`src/hw/urx_cfg.svh`:
```
`ifndef URX_CFG_SVH
`define URX_CFG_SVH
`define URX_OFS_DATA   8'h00
`define URX_OFS_STAT   8'h04
`define URX_OFS_ISTAT  8'h10
`define URX_OFS_IMASK  8'h14
`define URX_OFS_LCTRL  8'h1c
`define URX_OFS_DIV    8'h20
`define URX_DW_FE      8
`define URX_DW_PE      9
`define URX_DW_BE      10
`define URX_DW_OE      11
`define URX_RS_OE      3
`define URX_LC_PEN     1
`define URX_LC_EPS     2
`define URX_LC_FEN     4
`define URX_LC_SPS     7
`define URX_LCTRL_RST  8'h00
`define URX_DIV_RST    16'h0878
`define URX_FIFO_DEPTH 5'h10
`define URX_PTR_W      4
`endif

```
`src/hw/urx_pkg.sv`:
```
package urx_pkg;
  typedef enum logic [2:0] {
    ST_IDLE, ST_START, ST_DATA, ST_PAR, ST_STOP, ST_BRKCHK, ST_BRKWAIT
  } urx_state_t;
  typedef struct packed {
    logic       be;
    logic       pe;
    logic       fe;
    logic [7:0] chr;
  } urx_entry_t;
endpackage

```
`src/hw/urx_rx_if.sv`:
```
`timescale 1ns/1ps
interface urx_rx_if;
  logic [15:0]         div;
  logic                pen;
  logic                eps;
  logic                sps;
  logic                done;
  urx_pkg::urx_entry_t ent;
  modport ctl (output div, pen, eps, sps, input done, ent);
  modport rx (input div, pen, eps, sps, output done, ent);
endinterface

```
`src/hw/urx_data_status.sv`:
```
// Added by the designer: the strobed register port.
`timescale 1ns/1ps
`include "urx_cfg.svh"
module urx_data_status (
  // clock and reset
  input  wire logic        clk,
  input  wire logic        sys_rst,
  // register port
  input  wire logic [7:0]  addr,
  input  wire logic [31:0] wr_data,
  input  wire logic        wr_en,
  input  wire logic        rd_en,
  output logic      [31:0] rd_data,
  // serial line
  input  wire logic        rxd,
  // transmit side
  output logic      [7:0]  tx_data,
  output logic             tx_valid,
  // interrupt
  output logic             irq
);
  urx_rx_if rif ();

  logic [7:0]                  lctrl_q;
  logic [15:0]                 div_q;
  logic [3:0]                  imask_q;
  logic [3:0]                  istat_q;
  logic [3:0]                  rsr_q;
  logic                        oe_dw_q;
  urx_pkg::urx_entry_t         mem_q [0:15];
  logic [`URX_PTR_W-1:0]       wptr_q;
  logic [`URX_PTR_W-1:0]       rptr_q;
  logic [4:0]                  cnt_q;
  logic [31:0]                 rd_data_q;
  logic [31:0]                 rd_data_d;
  logic [7:0]                  tx_data_q;
  logic                        tx_valid_q;
  logic                        irq_q;
  urx_pkg::urx_entry_t         head;
  logic [4:0]                  depth;
  logic                        full;
  logic                        push;
  logic                        ovr;
  logic                        pop;
  logic                        clr_wr;
  logic [3:0]                  ev;

  function automatic logic hit(input logic [7:0] a, input logic [7:0] ofs);
    return a == ofs;
  endfunction

  urx_rx_core u_core (
    .clk     (clk),
    .sys_rst (sys_rst),
    .rxd     (rxd),
    .rif     (rif.rx)
  );

  assign rif.div = div_q;
  assign rif.pen = lctrl_q[`URX_LC_PEN];
  assign rif.eps = lctrl_q[`URX_LC_EPS];
  assign rif.sps = lctrl_q[`URX_LC_SPS];

  // without the queue enabled it acts as a single holding slot
  assign depth  = lctrl_q[`URX_LC_FEN] ? `URX_FIFO_DEPTH : 5'h01;
  assign full   = cnt_q >= depth;
  assign push   = rif.done && !full;
  assign ovr    = rif.done && full;
  assign pop    = rd_en && hit(addr, `URX_OFS_DATA) && cnt_q != 5'h00;
  assign clr_wr = wr_en && hit(addr, `URX_OFS_STAT);
  assign head   = mem_q[rptr_q];
  assign ev     = {ovr, rif.done & rif.ent.be, rif.done & rif.ent.pe, rif.done & rif.ent.fe};

  assign rd_data  = rd_data_q;
  assign tx_data  = tx_data_q;
  assign tx_valid = tx_valid_q;
  assign irq      = irq_q;

  // configuration registers
  always_ff @(posedge clk) begin
    if (sys_rst) begin
      lctrl_q <= `URX_LCTRL_RST;
      div_q   <= `URX_DIV_RST;
      imask_q <= 4'h0;
    end else if (wr_en) begin
      if (hit(addr, `URX_OFS_LCTRL)) begin
        lctrl_q <= wr_data[7:0];
      end
      // below four clocks a bit the half-bit sample point collapses
      if (hit(addr, `URX_OFS_DIV) && wr_data[15:2] != 14'h0) begin
        div_q <= wr_data[15:0];
      end
      if (hit(addr, `URX_OFS_IMASK)) begin
        imask_q <= wr_data[3:0];
      end
    end
  end

  // receive queue storage, errors kept beside each character
  always_ff @(posedge clk) begin
    if (push) begin
      mem_q[wptr_q] <= rif.ent;
    end
  end

  always_ff @(posedge clk) begin
    if (sys_rst) begin
      wptr_q <= '0;
      rptr_q <= '0;
      cnt_q  <= 5'h00;
    end else begin
      // a full queue takes nothing, so the stored characters stay valid
      if (push) begin
        wptr_q <= wptr_q + `URX_PTR_W'h1;
      end
      if (pop) begin
        rptr_q <= rptr_q + `URX_PTR_W'h1;
      end
      if (push && !pop) begin
        cnt_q <= cnt_q + 5'h01;
      end else if (pop && !push) begin
        cnt_q <= cnt_q - 5'h01;
      end
    end
  end

  // overrun flag seen in the data word
  always_ff @(posedge clk) begin
    if (sys_rst) begin
      oe_dw_q <= 1'b0;
    end else if (ovr) begin
      oe_dw_q <= 1'b1;
    end else if (!full) begin
      oe_dw_q <= 1'b0;
    end
  end

  // status is loaded from the character being read; a new overrun beats a clear
  always_ff @(posedge clk) begin
    if (sys_rst) begin
      rsr_q <= 4'h0;
    end else begin
      rsr_q <= (clr_wr ? 4'h0 : rsr_q)
             | {ovr, pop & head.be, pop & head.pe, pop & head.fe};
    end
  end

  // sticky interrupt bits, write one to clear, an event wins over the clear
  for (genvar i = 0; i < 4; i++) begin : g_ist
    always_ff @(posedge clk) begin
      if (sys_rst) begin
        istat_q[i] <= 1'b0;
      end else if (ev[i]) begin
        istat_q[i] <= 1'b1;
      end else if (wr_en && hit(addr, `URX_OFS_ISTAT) && wr_data[i]) begin
        istat_q[i] <= 1'b0;
      end
    end
  end

  always_ff @(posedge clk) begin
    if (sys_rst) begin
      irq_q <= 1'b0;
    end else begin
      irq_q <= |(istat_q & imask_q);
    end
  end

  // transmit hand-off
  always_ff @(posedge clk) begin
    if (sys_rst) begin
      tx_data_q  <= 8'h00;
      tx_valid_q <= 1'b0;
    end else begin
      tx_valid_q <= wr_en && hit(addr, `URX_OFS_DATA);
      if (wr_en && hit(addr, `URX_OFS_DATA)) begin
        tx_data_q <= wr_data[7:0];
      end
    end
  end

  // read mux; unmapped offsets read zero
  always_comb begin
    rd_data_d = 32'h0;
    if (hit(addr, `URX_OFS_DATA)) begin
      rd_data_d[`URX_DW_OE] = oe_dw_q;
      if (cnt_q != 5'h00) begin
        rd_data_d[10:0] = head;
      end
    end else if (hit(addr, `URX_OFS_STAT)) begin
      rd_data_d[3:0] = rsr_q;
    end else if (hit(addr, `URX_OFS_ISTAT)) begin
      rd_data_d[3:0] = istat_q;
    end else if (hit(addr, `URX_OFS_IMASK)) begin
      rd_data_d[3:0] = imask_q;
    end else if (hit(addr, `URX_OFS_LCTRL)) begin
      rd_data_d[7:0] = lctrl_q;
    end else if (hit(addr, `URX_OFS_DIV)) begin
      rd_data_d[15:0] = div_q;
    end
  end

  // read data stands for one cycle only
  always_ff @(posedge clk) begin
    if (sys_rst) begin
      rd_data_q <= 32'h0;
    end else begin
      rd_data_q <= rd_en ? rd_data_d : 32'h0;
    end
  end

  data_char_a: assert property (@(posedge clk) disable iff (sys_rst)
    pop |=> rd_data_q[7:0] == $past(head.chr))
    else $error("read char mismatch");
  tx_queue_a: assert property (@(posedge clk) disable iff (sys_rst)
    wr_en && addr == 8'h00 |=> tx_valid_q && tx_data_q == $past(wr_data[7:0]))
    else $error("write not queued");
  dw_frame_a: assert property (@(posedge clk) disable iff (sys_rst)
    pop |=> rd_data_q[8] == $past(head.fe))
    else $error("framing bit mismatch");
  rsr_frame_a: assert property (@(posedge clk) disable iff (sys_rst)
    pop && head.fe |=> rsr_q[0])
    else $error("status framing not set");
  dw_parity_a: assert property (@(posedge clk) disable iff (sys_rst)
    pop |=> rd_data_q[9] == $past(head.pe))
    else $error("parity bit mismatch");
  dw_break_a: assert property (@(posedge clk) disable iff (sys_rst)
    pop |=> rd_data_q[10] == $past(head.be))
    else $error("break bit mismatch");
  ovr_flag_a: assert property (@(posedge clk) disable iff (sys_rst)
    rif.done && cnt_q >= depth |=> oe_dw_q && rsr_q[3])
    else $error("overrun not flagged");
  ovr_keep_a: assert property (@(posedge clk) disable iff (sys_rst)
    ovr && !pop |=> cnt_q == $past(cnt_q) && wptr_q == $past(wptr_q))
    else $error("full queue written");
  ovr_clear_a: assert property (@(posedge clk) disable iff (sys_rst)
    oe_dw_q && cnt_q < depth && !rif.done |=> !oe_dw_q)
    else $error("overrun bit stuck");
  fifo_store_a: assert property (@(posedge clk) disable iff (sys_rst)
    push |=> mem_q[$past(wptr_q)] == $past(rif.ent))
    else $error("entry not stored");
  clr_err_a: assert property (@(posedge clk) disable iff (sys_rst)
    clr_wr |=> rsr_q[2:0] == 3'h0)
    else $error("error bits not cleared");
  clr_ovr_a: assert property (@(posedge clk) disable iff (sys_rst)
    clr_wr && !ovr |=> !rsr_q[3])
    else $error("overrun not cleared");
  upper_zero_a: assert property (@(posedge clk) disable iff (sys_rst)
    rd_en && addr[7:3] == 5'h00 |=> rd_data_q[31:12] == 20'h0)
    else $error("upper bits not zero");

  // bookkeeping around the queue, the status bits, the outputs and the divisor floor
  tx_idle_a: assert property (@(posedge clk) disable iff (sys_rst)
    !(wr_en && hit(addr, `URX_OFS_DATA)) |=> !tx_valid_q)
    else $error("transmit strobe without write");
  tx_keep_a: assert property (@(posedge clk) disable iff (sys_rst)
    !(wr_en && hit(addr, `URX_OFS_DATA)) |=> tx_data_q == $past(tx_data_q))
    else $error("transmit data changed");
  empty_read_a: assert property (@(posedge clk) disable iff (sys_rst)
    rd_en && hit(addr, `URX_OFS_DATA) && cnt_q == 5'h00 |=> rd_data_q[10:0] == 11'h000)
    else $error("empty queue read not zero");
  dw_ovr_a: assert property (@(posedge clk) disable iff (sys_rst)
    rd_en && hit(addr, `URX_OFS_DATA) |=> rd_data_q[11] == $past(oe_dw_q))
    else $error("data word overrun bit wrong");
  ovr_istat_a: assert property (@(posedge clk) disable iff (sys_rst)
    ovr |=> istat_q[3])
    else $error("overrun event lost");
  ovr_pop_a: assert property (@(posedge clk) disable iff (sys_rst)
    ovr && pop |=> cnt_q == $past(cnt_q) - 5'h01)
    else $error("overrun character stored");
  cnt_bound_a: assert property (@(posedge clk) disable iff (sys_rst)
    cnt_q <= 5'h10)
    else $error("queue count past depth");
  ovr_hold_a: assert property (@(posedge clk) disable iff (sys_rst)
    oe_dw_q && full |=> oe_dw_q)
    else $error("overrun bit dropped while full");
  ovr_rise_a: assert property (@(posedge clk) disable iff (sys_rst)
    !oe_dw_q && !ovr |=> !oe_dw_q)
    else $error("overrun bit without overrun");
  push_cnt_a: assert property (@(posedge clk) disable iff (sys_rst)
    push && !pop |=> cnt_q == $past(cnt_q) + 5'h01)
    else $error("push not counted");
  pop_cnt_a: assert property (@(posedge clk) disable iff (sys_rst)
    pop && !push |=> cnt_q == $past(cnt_q) - 5'h01)
    else $error("pop not counted");
  rptr_step_a: assert property (@(posedge clk) disable iff (sys_rst)
    pop |=> rptr_q == $past(rptr_q) + `URX_PTR_W'h1)
    else $error("read pointer not advanced");
  wptr_step_a: assert property (@(posedge clk) disable iff (sys_rst)
    push |=> wptr_q == $past(wptr_q) + `URX_PTR_W'h1)
    else $error("write pointer not advanced");
  rsr_par_a: assert property (@(posedge clk) disable iff (sys_rst)
    pop && head.pe |=> rsr_q[1])
    else $error("status parity not set");
  rsr_brk_a: assert property (@(posedge clk) disable iff (sys_rst)
    pop && head.be |=> rsr_q[2])
    else $error("status break not set");
  rsr_keep_a: assert property (@(posedge clk) disable iff (sys_rst)
    !clr_wr && !pop && !ovr |=> rsr_q == $past(rsr_q))
    else $error("status changed without cause");
  rsr_read_a: assert property (@(posedge clk) disable iff (sys_rst)
    rd_en && hit(addr, `URX_OFS_STAT) |=> rd_data_q == {28'h0, $past(rsr_q)})
    else $error("status read mismatch");
  ovr_wins_a: assert property (@(posedge clk) disable iff (sys_rst)
    clr_wr && ovr |=> rsr_q[3])
    else $error("overrun lost to clear");
  ist_brk_a: assert property (@(posedge clk) disable iff (sys_rst)
    rif.done && rif.ent.be |=> istat_q[2])
    else $error("break event lost");
  ist_frame_a: assert property (@(posedge clk) disable iff (sys_rst)
    rif.done && rif.ent.fe |=> istat_q[0])
    else $error("framing event lost");
  ist_par_a: assert property (@(posedge clk) disable iff (sys_rst)
    rif.done && rif.ent.pe |=> istat_q[1])
    else $error("parity event lost");
  rd_quiet_a: assert property (@(posedge clk) disable iff (sys_rst)
    !rd_en |=> rd_data_q == 32'h0)
    else $error("read data without read");
  irq_level_a: assert property (@(posedge clk) disable iff (sys_rst)
    (istat_q & imask_q) != 4'h0 |=> irq_q)
    else $error("interrupt not raised");
  irq_low_a: assert property (@(posedge clk) disable iff (sys_rst)
    (istat_q & imask_q) == 4'h0 |=> !irq_q)
    else $error("interrupt without cause");
  div_floor_a: assert property (@(posedge clk) disable iff (sys_rst)
    div_q[15:2] != 14'h0)
    else $error("divisor below floor");
endmodule

```
`src/hw/urx_rx_core.sv`:
```
`timescale 1ns/1ps
module urx_rx_core (
  // clock and reset
  input wire logic clk,
  input wire logic sys_rst,
  // serial line
  input wire logic rxd,
  // towards the register side
  urx_rx_if.rx     rif
);
  logic                s1_q, s2_q, s3_q, line_q;
  urx_pkg::urx_state_t state_q;
  logic [15:0]         cnt_q;
  logic [2:0]          bit_q;
  logic [7:0]          shf_q;
  logic                par_q;
  logic                tick, half;

  function automatic logic par_bad(input logic [7:0] d, input logic p,
                                   input logic eps, input logic sps);
    logic exp;
    exp = sps ? ~eps : (eps ? ^d : ~(^d));
    return p != exp;
  endfunction

  assign tick = cnt_q == rif.div - 16'h1;
  assign half = cnt_q == {1'b0, rif.div[15:1]};

  always_ff @(posedge clk) begin
    if (sys_rst) begin
      s1_q <= 1'b1;
      s2_q <= 1'b1;
      s3_q <= 1'b1;
    end else begin
      s1_q <= rxd;
      s2_q <= s1_q;
      s3_q <= s2_q;
    end
  end

  // a level only counts once the last two stages agree
  always_ff @(posedge clk) begin
    if (sys_rst) begin
      line_q <= 1'b1;
    end else if (s2_q == s3_q) begin
      line_q <= s3_q;
    end
  end

  always_ff @(posedge clk) begin
    if (sys_rst) begin
      state_q  <= urx_pkg::ST_IDLE;
      cnt_q    <= 16'h0;
      bit_q    <= 3'h0;
      shf_q    <= 8'h0;
      par_q    <= 1'b0;
      rif.done <= 1'b0;
      rif.ent  <= '0;
    end else begin
      rif.done <= 1'b0;
      unique case (state_q)
        urx_pkg::ST_IDLE: begin
          cnt_q <= 16'h0;
          if (!line_q) begin
            state_q <= urx_pkg::ST_START;
          end
        end
        urx_pkg::ST_START: begin
          if (half) begin
            cnt_q   <= 16'h0;
            bit_q   <= 3'h0;
            // a glitch shorter than half a bit is not a start
            state_q <= line_q ? urx_pkg::ST_IDLE : urx_pkg::ST_DATA;
          end else begin
            cnt_q <= cnt_q + 16'h1;
          end
        end
        urx_pkg::ST_DATA: begin
          if (tick) begin
            cnt_q <= 16'h0;
            shf_q <= {line_q, shf_q[7:1]};
            bit_q <= bit_q + 3'h1;
            if (bit_q == 3'h7) begin
              state_q <= rif.pen ? urx_pkg::ST_PAR : urx_pkg::ST_STOP;
            end
          end else begin
            cnt_q <= cnt_q + 16'h1;
          end
        end
        urx_pkg::ST_PAR: begin
          if (tick) begin
            cnt_q   <= 16'h0;
            par_q   <= line_q;
            state_q <= urx_pkg::ST_STOP;
          end else begin
            cnt_q <= cnt_q + 16'h1;
          end
        end
        urx_pkg::ST_STOP: begin
          if (tick) begin
            cnt_q <= 16'h0;
            if (line_q) begin
              rif.done    <= 1'b1;
              rif.ent.chr <= shf_q;
              rif.ent.fe  <= 1'b0;
              rif.ent.be  <= 1'b0;
              rif.ent.pe  <= rif.pen && par_bad(shf_q, par_q, rif.eps, rif.sps);
              state_q     <= urx_pkg::ST_IDLE;
            end else if (shf_q == 8'h0 && !(rif.pen && par_q)) begin
              state_q <= urx_pkg::ST_BRKCHK;
            end else begin
              rif.done    <= 1'b1;
              rif.ent.chr <= shf_q;
              rif.ent.fe  <= 1'b1;
              rif.ent.be  <= 1'b0;
              rif.ent.pe  <= rif.pen && par_bad(shf_q, par_q, rif.eps, rif.sps);
              state_q     <= urx_pkg::ST_IDLE;
            end
          end else begin
            cnt_q <= cnt_q + 16'h1;
          end
        end
        urx_pkg::ST_BRKCHK: begin
          // low for a whole character, from the start edge to the end of the stop bit, is a break
          if (line_q) begin
            rif.done <= 1'b1;
            rif.ent  <= '{be: 1'b0, pe: 1'b0, fe: 1'b1, chr: 8'h00};
            state_q  <= urx_pkg::ST_IDLE;
          end else if (half) begin
            rif.done <= 1'b1;
            rif.ent  <= '{be: 1'b1, pe: 1'b0, fe: 1'b1, chr: 8'h00};
            state_q  <= urx_pkg::ST_BRKWAIT;
          end else begin
            cnt_q <= cnt_q + 16'h1;
          end
        end
        urx_pkg::ST_BRKWAIT: begin
          if (line_q) begin
            state_q <= urx_pkg::ST_IDLE;
          end
        end
        default: begin
          state_q <= urx_pkg::ST_IDLE;
        end
      endcase
    end
  end

  brk_zero_a: assert property (@(posedge clk) disable iff (sys_rst)
    rif.done && rif.ent.be |-> rif.ent.chr == 8'h00 && rif.ent.fe)
    else $error("break char not zero");
  brk_hold_a: assert property (@(posedge clk) disable iff (sys_rst)
    state_q == urx_pkg::ST_BRKWAIT && !line_q |=> state_q == urx_pkg::ST_BRKWAIT && !rif.done)
    else $error("left break wait while line low");
  brk_detect_a: assert property (@(posedge clk) disable iff (sys_rst)
    state_q == urx_pkg::ST_BRKCHK && !line_q && half |=> rif.done && rif.ent.be)
    else $error("break not reported");
  stop_ok_a: assert property (@(posedge clk) disable iff (sys_rst)
    state_q == urx_pkg::ST_STOP && tick && line_q |=> rif.done && !rif.ent.fe)
    else $error("good stop flagged");
  par_off_a: assert property (@(posedge clk) disable iff (sys_rst)
    rif.done && !rif.pen |-> !rif.ent.pe)
    else $error("parity error without parity");
endmodule

```
`config.mk`:
```
export PLATFORM = sky130hd
export DESIGN_NAME = urx_data_status
export DESIGN_NICKNAME = d
export VERILOG_FILES = /design/src/hw/urx_pkg.sv /design/src/hw/urx_rx_if.sv /design/src/hw/urx_data_status.sv /design/src/hw/urx_rx_core.sv
export VERILOG_INCLUDE_DIRS = /design/src /design/src/hw
export SDC_FILE = /design/constraint.sdc
export NUM_CORES = 1
export LEC_CHECK = 0
export ABC_AREA = 1
export ABC_CLOCK_PERIOD_IN_PS = 3700
export BUFFER_PORTS_ARGS = -buffer_cell sky130_fd_sc_hd__clkbuf_2
export CAP_MARGIN = 20
export CORE_MARGIN = 1.5
export CORE_UTILIZATION = 30
export DETAILED_ROUTE_END_ITERATION = 16
export GPL_TIMING_DRIVEN = 0
export MAX_ROUTING_LAYER = met4
export PLACE_DENSITY_LB_ADDON = 0.1
export RECOVER_POWER = 50
export SLEW_MARGIN = 25
export SYNTH_ARGS = -nofsm -noshare
export SYNTH_HDL_FRONTEND = slang
export SYNTH_HIERARCHICAL = 1
export SYNTH_SLANG_ARGS = --single-unit
```
`constraint.sdc`:
```
create_clock -name clk -period 3.7 [get_ports clk]
set_input_delay 0.185 -clock clk [delete_from_list [all_inputs] [get_ports clk]]
set_output_delay 0.185 -clock clk [all_outputs]
set_load 0.02 [all_outputs]
```
==> results.py <==
metrics = {
    "setup_path": {
        "slowest_stage": "fa_1",
        "path_cells": "inv_1 -> ha_1 -> inv_1 -> nand3_1 -> nand2_1 -> nand2_1 -> nor2_4 -> ha_1 -> inv_1 -> fa_1 -> nand3_1 -> nand2_1 -> o21ai_0 -> nand2_1 -> nand2_1 -> nor2_1",
        "critPathLaunch": "cnt_q[0]$_SDFFE_PP0P_",
        "crit_path_max_incr_delay_ns": 0.42,
        "cp_common_cell": "nand2_1",
        "crit_family": "adder cells",
        "crit_required_ns": 4.13,
        "crit_path_end_kind": "flip-flop",
        "r2r_start": "cnt_q[0]$_SDFFE_PP0P_",
        "critPathMaxFanout": 9,
        "critical_path_arrival_ns": 3.20,
        "start_kind": "flip-flop",
        "critPathBufInv": 3,
        "worstSetupPathType": "reg -> reg",
    },
    "yosys": {
        "synthSimpleGateAreaFrac_pct": 22.5,
        "yosysTopAreaCell": "edfxtp_1",
        "synthXorXnorAreaFrac_pct": 2.35,
        "synth_area_leaders": "edfxtp_1, dfxtp_1, nand2_1",
        "ys.flop_type": "edfxtp_1",
        "ys_ff_latch": 303,
        "synth_top_family_by_area": "simple AND/OR/NAND/NOR gates",
        "yosysMostFrequentCell": "nand2_1",
        "yosys.cell_types.count": 48,
        "yosys.area.top_type_share_pct": 37.3,
        "seq_area_frac_synth_pct": 55.2,
        "ys_top_cells_by_count": "nand2_1, nor2_1, edfxtp_1",
        "ys_warn_count": 6,
        "muxShareOfSynthArea_pct": 0,
        "async_flop_share_pct": 0,
        "synthCells": 1607,
        "synthAdderAreaFrac_pct": 1.82,
        "syn_area_mm2": 0.0142,
        "synth.avg_cell_area_um2": 8.82,
        "synth_edf_count": 176,
        "synth_compound_gate_area_share_pct": 10.3,
    },
    "sta": {
        "period_share_pct": 74.9,
        "final_max_slew_viol_count": 0,
        "max_slew.worst_pin.slew_ns": 1.00,
        "setup-violations-final": 0,
        "setup_tns_ns": 0,
        "skew_ns": 0.0157,
        "fin_crit_ns": 2.77,
        "slew_headroom_pct": 33.0,
        "rsz0062_at_grt": "no",
        "max_freq_ghz": 0.361,
        "finalHoldViolations": 0,
    },
    "power_and_ir_drop": {
        "sw_frac_of_total_pct": 25.8,
        "ir_drop_mv": 0.309,
        "combPwrFrac_pct": 8.9,
        "power_mw": 7.70,
        "power.share.clock_pct": 43.4,
        "internal_power_mw": 5.71,
        "p_leak_nw": 6.61,
        "p_switching_mw": 1.98,
        "powerDensity_mw_per_mm2": 465,
        "seqPwrFrac_pct": 47.7,
    },
    "global_route": {
        "track_usage_pct": 18.7,
        "antenna_found_initial": 0,
        "grt_pass1_wl_um": 65600,
        "grt_max_degree": 19,
        "grt_remaining_overflow": 0,
        "grt_pass1_vias": 10700,
    },
    "drt": {
        "drtAntennaViolNets": 0,
        "vias_per_cell": 4.65,
        "drc": 0,
        "finalWirelength_um": 43600,
        "vias": 11000,
        "wl_per_cell_um": 18.4,
        "drt-initial-drc-count": 680,
        "drtPass1Iterations": 5,
    },
    "placement": {
        "postPlaceCellArea_mm2": 0.0154,
        "io_buffers": 53,
        "dpl.hpwl_um": 31000,
        "dpl.cell_count": 2289,
        "gp_congestion": 0.832,
    },
    "finish": {
        "area_delta_synth_final_pct": 16.9,
        "nFillCells": 4854,
        "drive_gt1_share_pct": 12.4,
        "diodes": 0,
        "final_cells": 2372,
        "layout.nets": 1802,
        "design_area_mm2": 0.0166,
    },
    "clock_network": {
        "root_buffer": "clkbuf_16",
        "clk_pin_slew_ns": 0.06,
        "ctsHoldBuffers": 17,
        "cts_tree": "yes",
        "postCtsResizedCells": 0,
        "cts_setup_buffers": 0,
        "clock_path_buffers": 3,
        "cts-htree-levels": 2,
        "clock-sinks": 303,
        "clkLatencyLatePin_ns": 0.54,
        "cts-buffers-inserted": 36,
    },
    "floorplan": {
        "core_mm2": 0.0466,
        "initial_utilization_pct": 30.4,
        "io_pins": 87,
        "die_h_um": 220,
        "num_rows": 79,
        "die_area_mm2": 0.0486,
        "die_w_um": 220,
    },
    "hold_path": {
        "min_from": "wr_en",
        "min_path_type": "in -> reg",
    },
    "run_status": {
        "status": "finished clean",
    },
    "job": {
        "cap_viol_max_count": 0,
    },
}
worst register-to-register path, cell delays in order (launching register included):
cell and delay, ns:
dfxtp_1 0.38, inv_1 0.10, ha_1 0.29, inv_1 0.05
nand3_1 0.07, nand2_1 0.07, nand2_1 0.13, nor2_4 0.27
ha_1 0.19, inv_1 0.10, fa_1 0.42, nand3_1 0.09
nand2_1 0.06, o21ai_0 0.24, nand2_1 0.08, nand2_1 0.06
nor2_1 0.04
area by class of cell:
cell class                      count  area, µm²  area share [%]
Timing Repair Buffer               77        475            2.87
Clock inverter                     17        108           0.649
Multi-Input combinational cell   1076       5310            32.0
Inverter                          160        607            3.66
Tap cell                          607        759            4.58
Buffer                             83        490            2.96
Clock buffer                       49        991            5.98
Sequential cell                   303       7830            47.2
power by group through the flow:
stage	Clock, mW	Sequential, mW	Combinational [mW]
2_1_floorplan	0	3.71	0.502
3_3_place_gp	0	3.74	0.680
3_5_place_dp	0	3.74	0.680
4_1_cts	3.45	3.67	0.696
5_1_grt	3.57	3.68	0.781
6_report	3.34	3.67	0.688
kinds of logic (layout without fill, tap and decap cells):
kind of cell / count (synthesis) / in the layout
AND/OR/NAND/NOR: 725 / 725
flip-flops: 303 / 303
AO/OA/AOI/OAI: 277 / 277
buffers and inverters: 243 / 386
XOR/XNOR: 38 / 38
adder cells (fa/ha/maj): 20 / 20
other: 1 / 16
per-stage QoR:
step | utilization, % | setup WS (ns) | hold WS (ns)
finish | 35.6 | 0.928 | 0.0514
global route | 35.6 | 0.607 | 0.0519
CTS | 35.7 | 0.897 | 0.0354
detailed placement | 33.0 | 0.912 | 0.382
global placement | 32.8 | 0.0459 | 0.373
floorplan | - | 1.32 | 0.289
final timing paths:
| kind | end | slack, ns | cells after the start |
|---|---|---|---|
| setup / recovery | cnt_q[4]$_SDFFE_PP0P_ | 0.93 | 16 |
| hold / removal | imask_q[2]$_SDFFE_PP0P_ | 0.05 | 3 |
| setup reg to reg | cnt_q[4]$_SDFFE_PP0P_ | 0.93 | 16 |
| hold reg to reg | u_core/s2_q$_SDFF_PP1_ | 0.42 | 1 |
flip-flops by register name (all words and copies together), names as in the netlist, 5 cells and up, named ones only:
register        count
div_q              16
rd_data            16
cnt_q               5
tx_data             8
u_core/cnt_q       16
mem_q             176
u_core/shf_q        8
u_core/rif.ent     11
lctrl_q             8
layer usage:
layer / track usage (%) / vias up / part of all wire [%]
met5: - / - / 0
met4: 5.78 / 0 / 2.7
met3: 2.42 / 73 / 3.8
met2: 30.1 / 194 / 47
met1: 24.6 / 5217 / 47
li1: - / 5555 / -
placed cells by master, fill, tap and decap left out, drive strengths merged, types with 61 or more instances in the layout:
cell type	Yosys	final
inv	157	158
nand2	308	308
clkbuf	28	131
edfxtp	176	176
buf	55	61
nor2	272	272
dfxtp	127	127
o21ai	169	169
nand3	110	110
a21oi	79	79
Power figures use the tool's default switching activity.
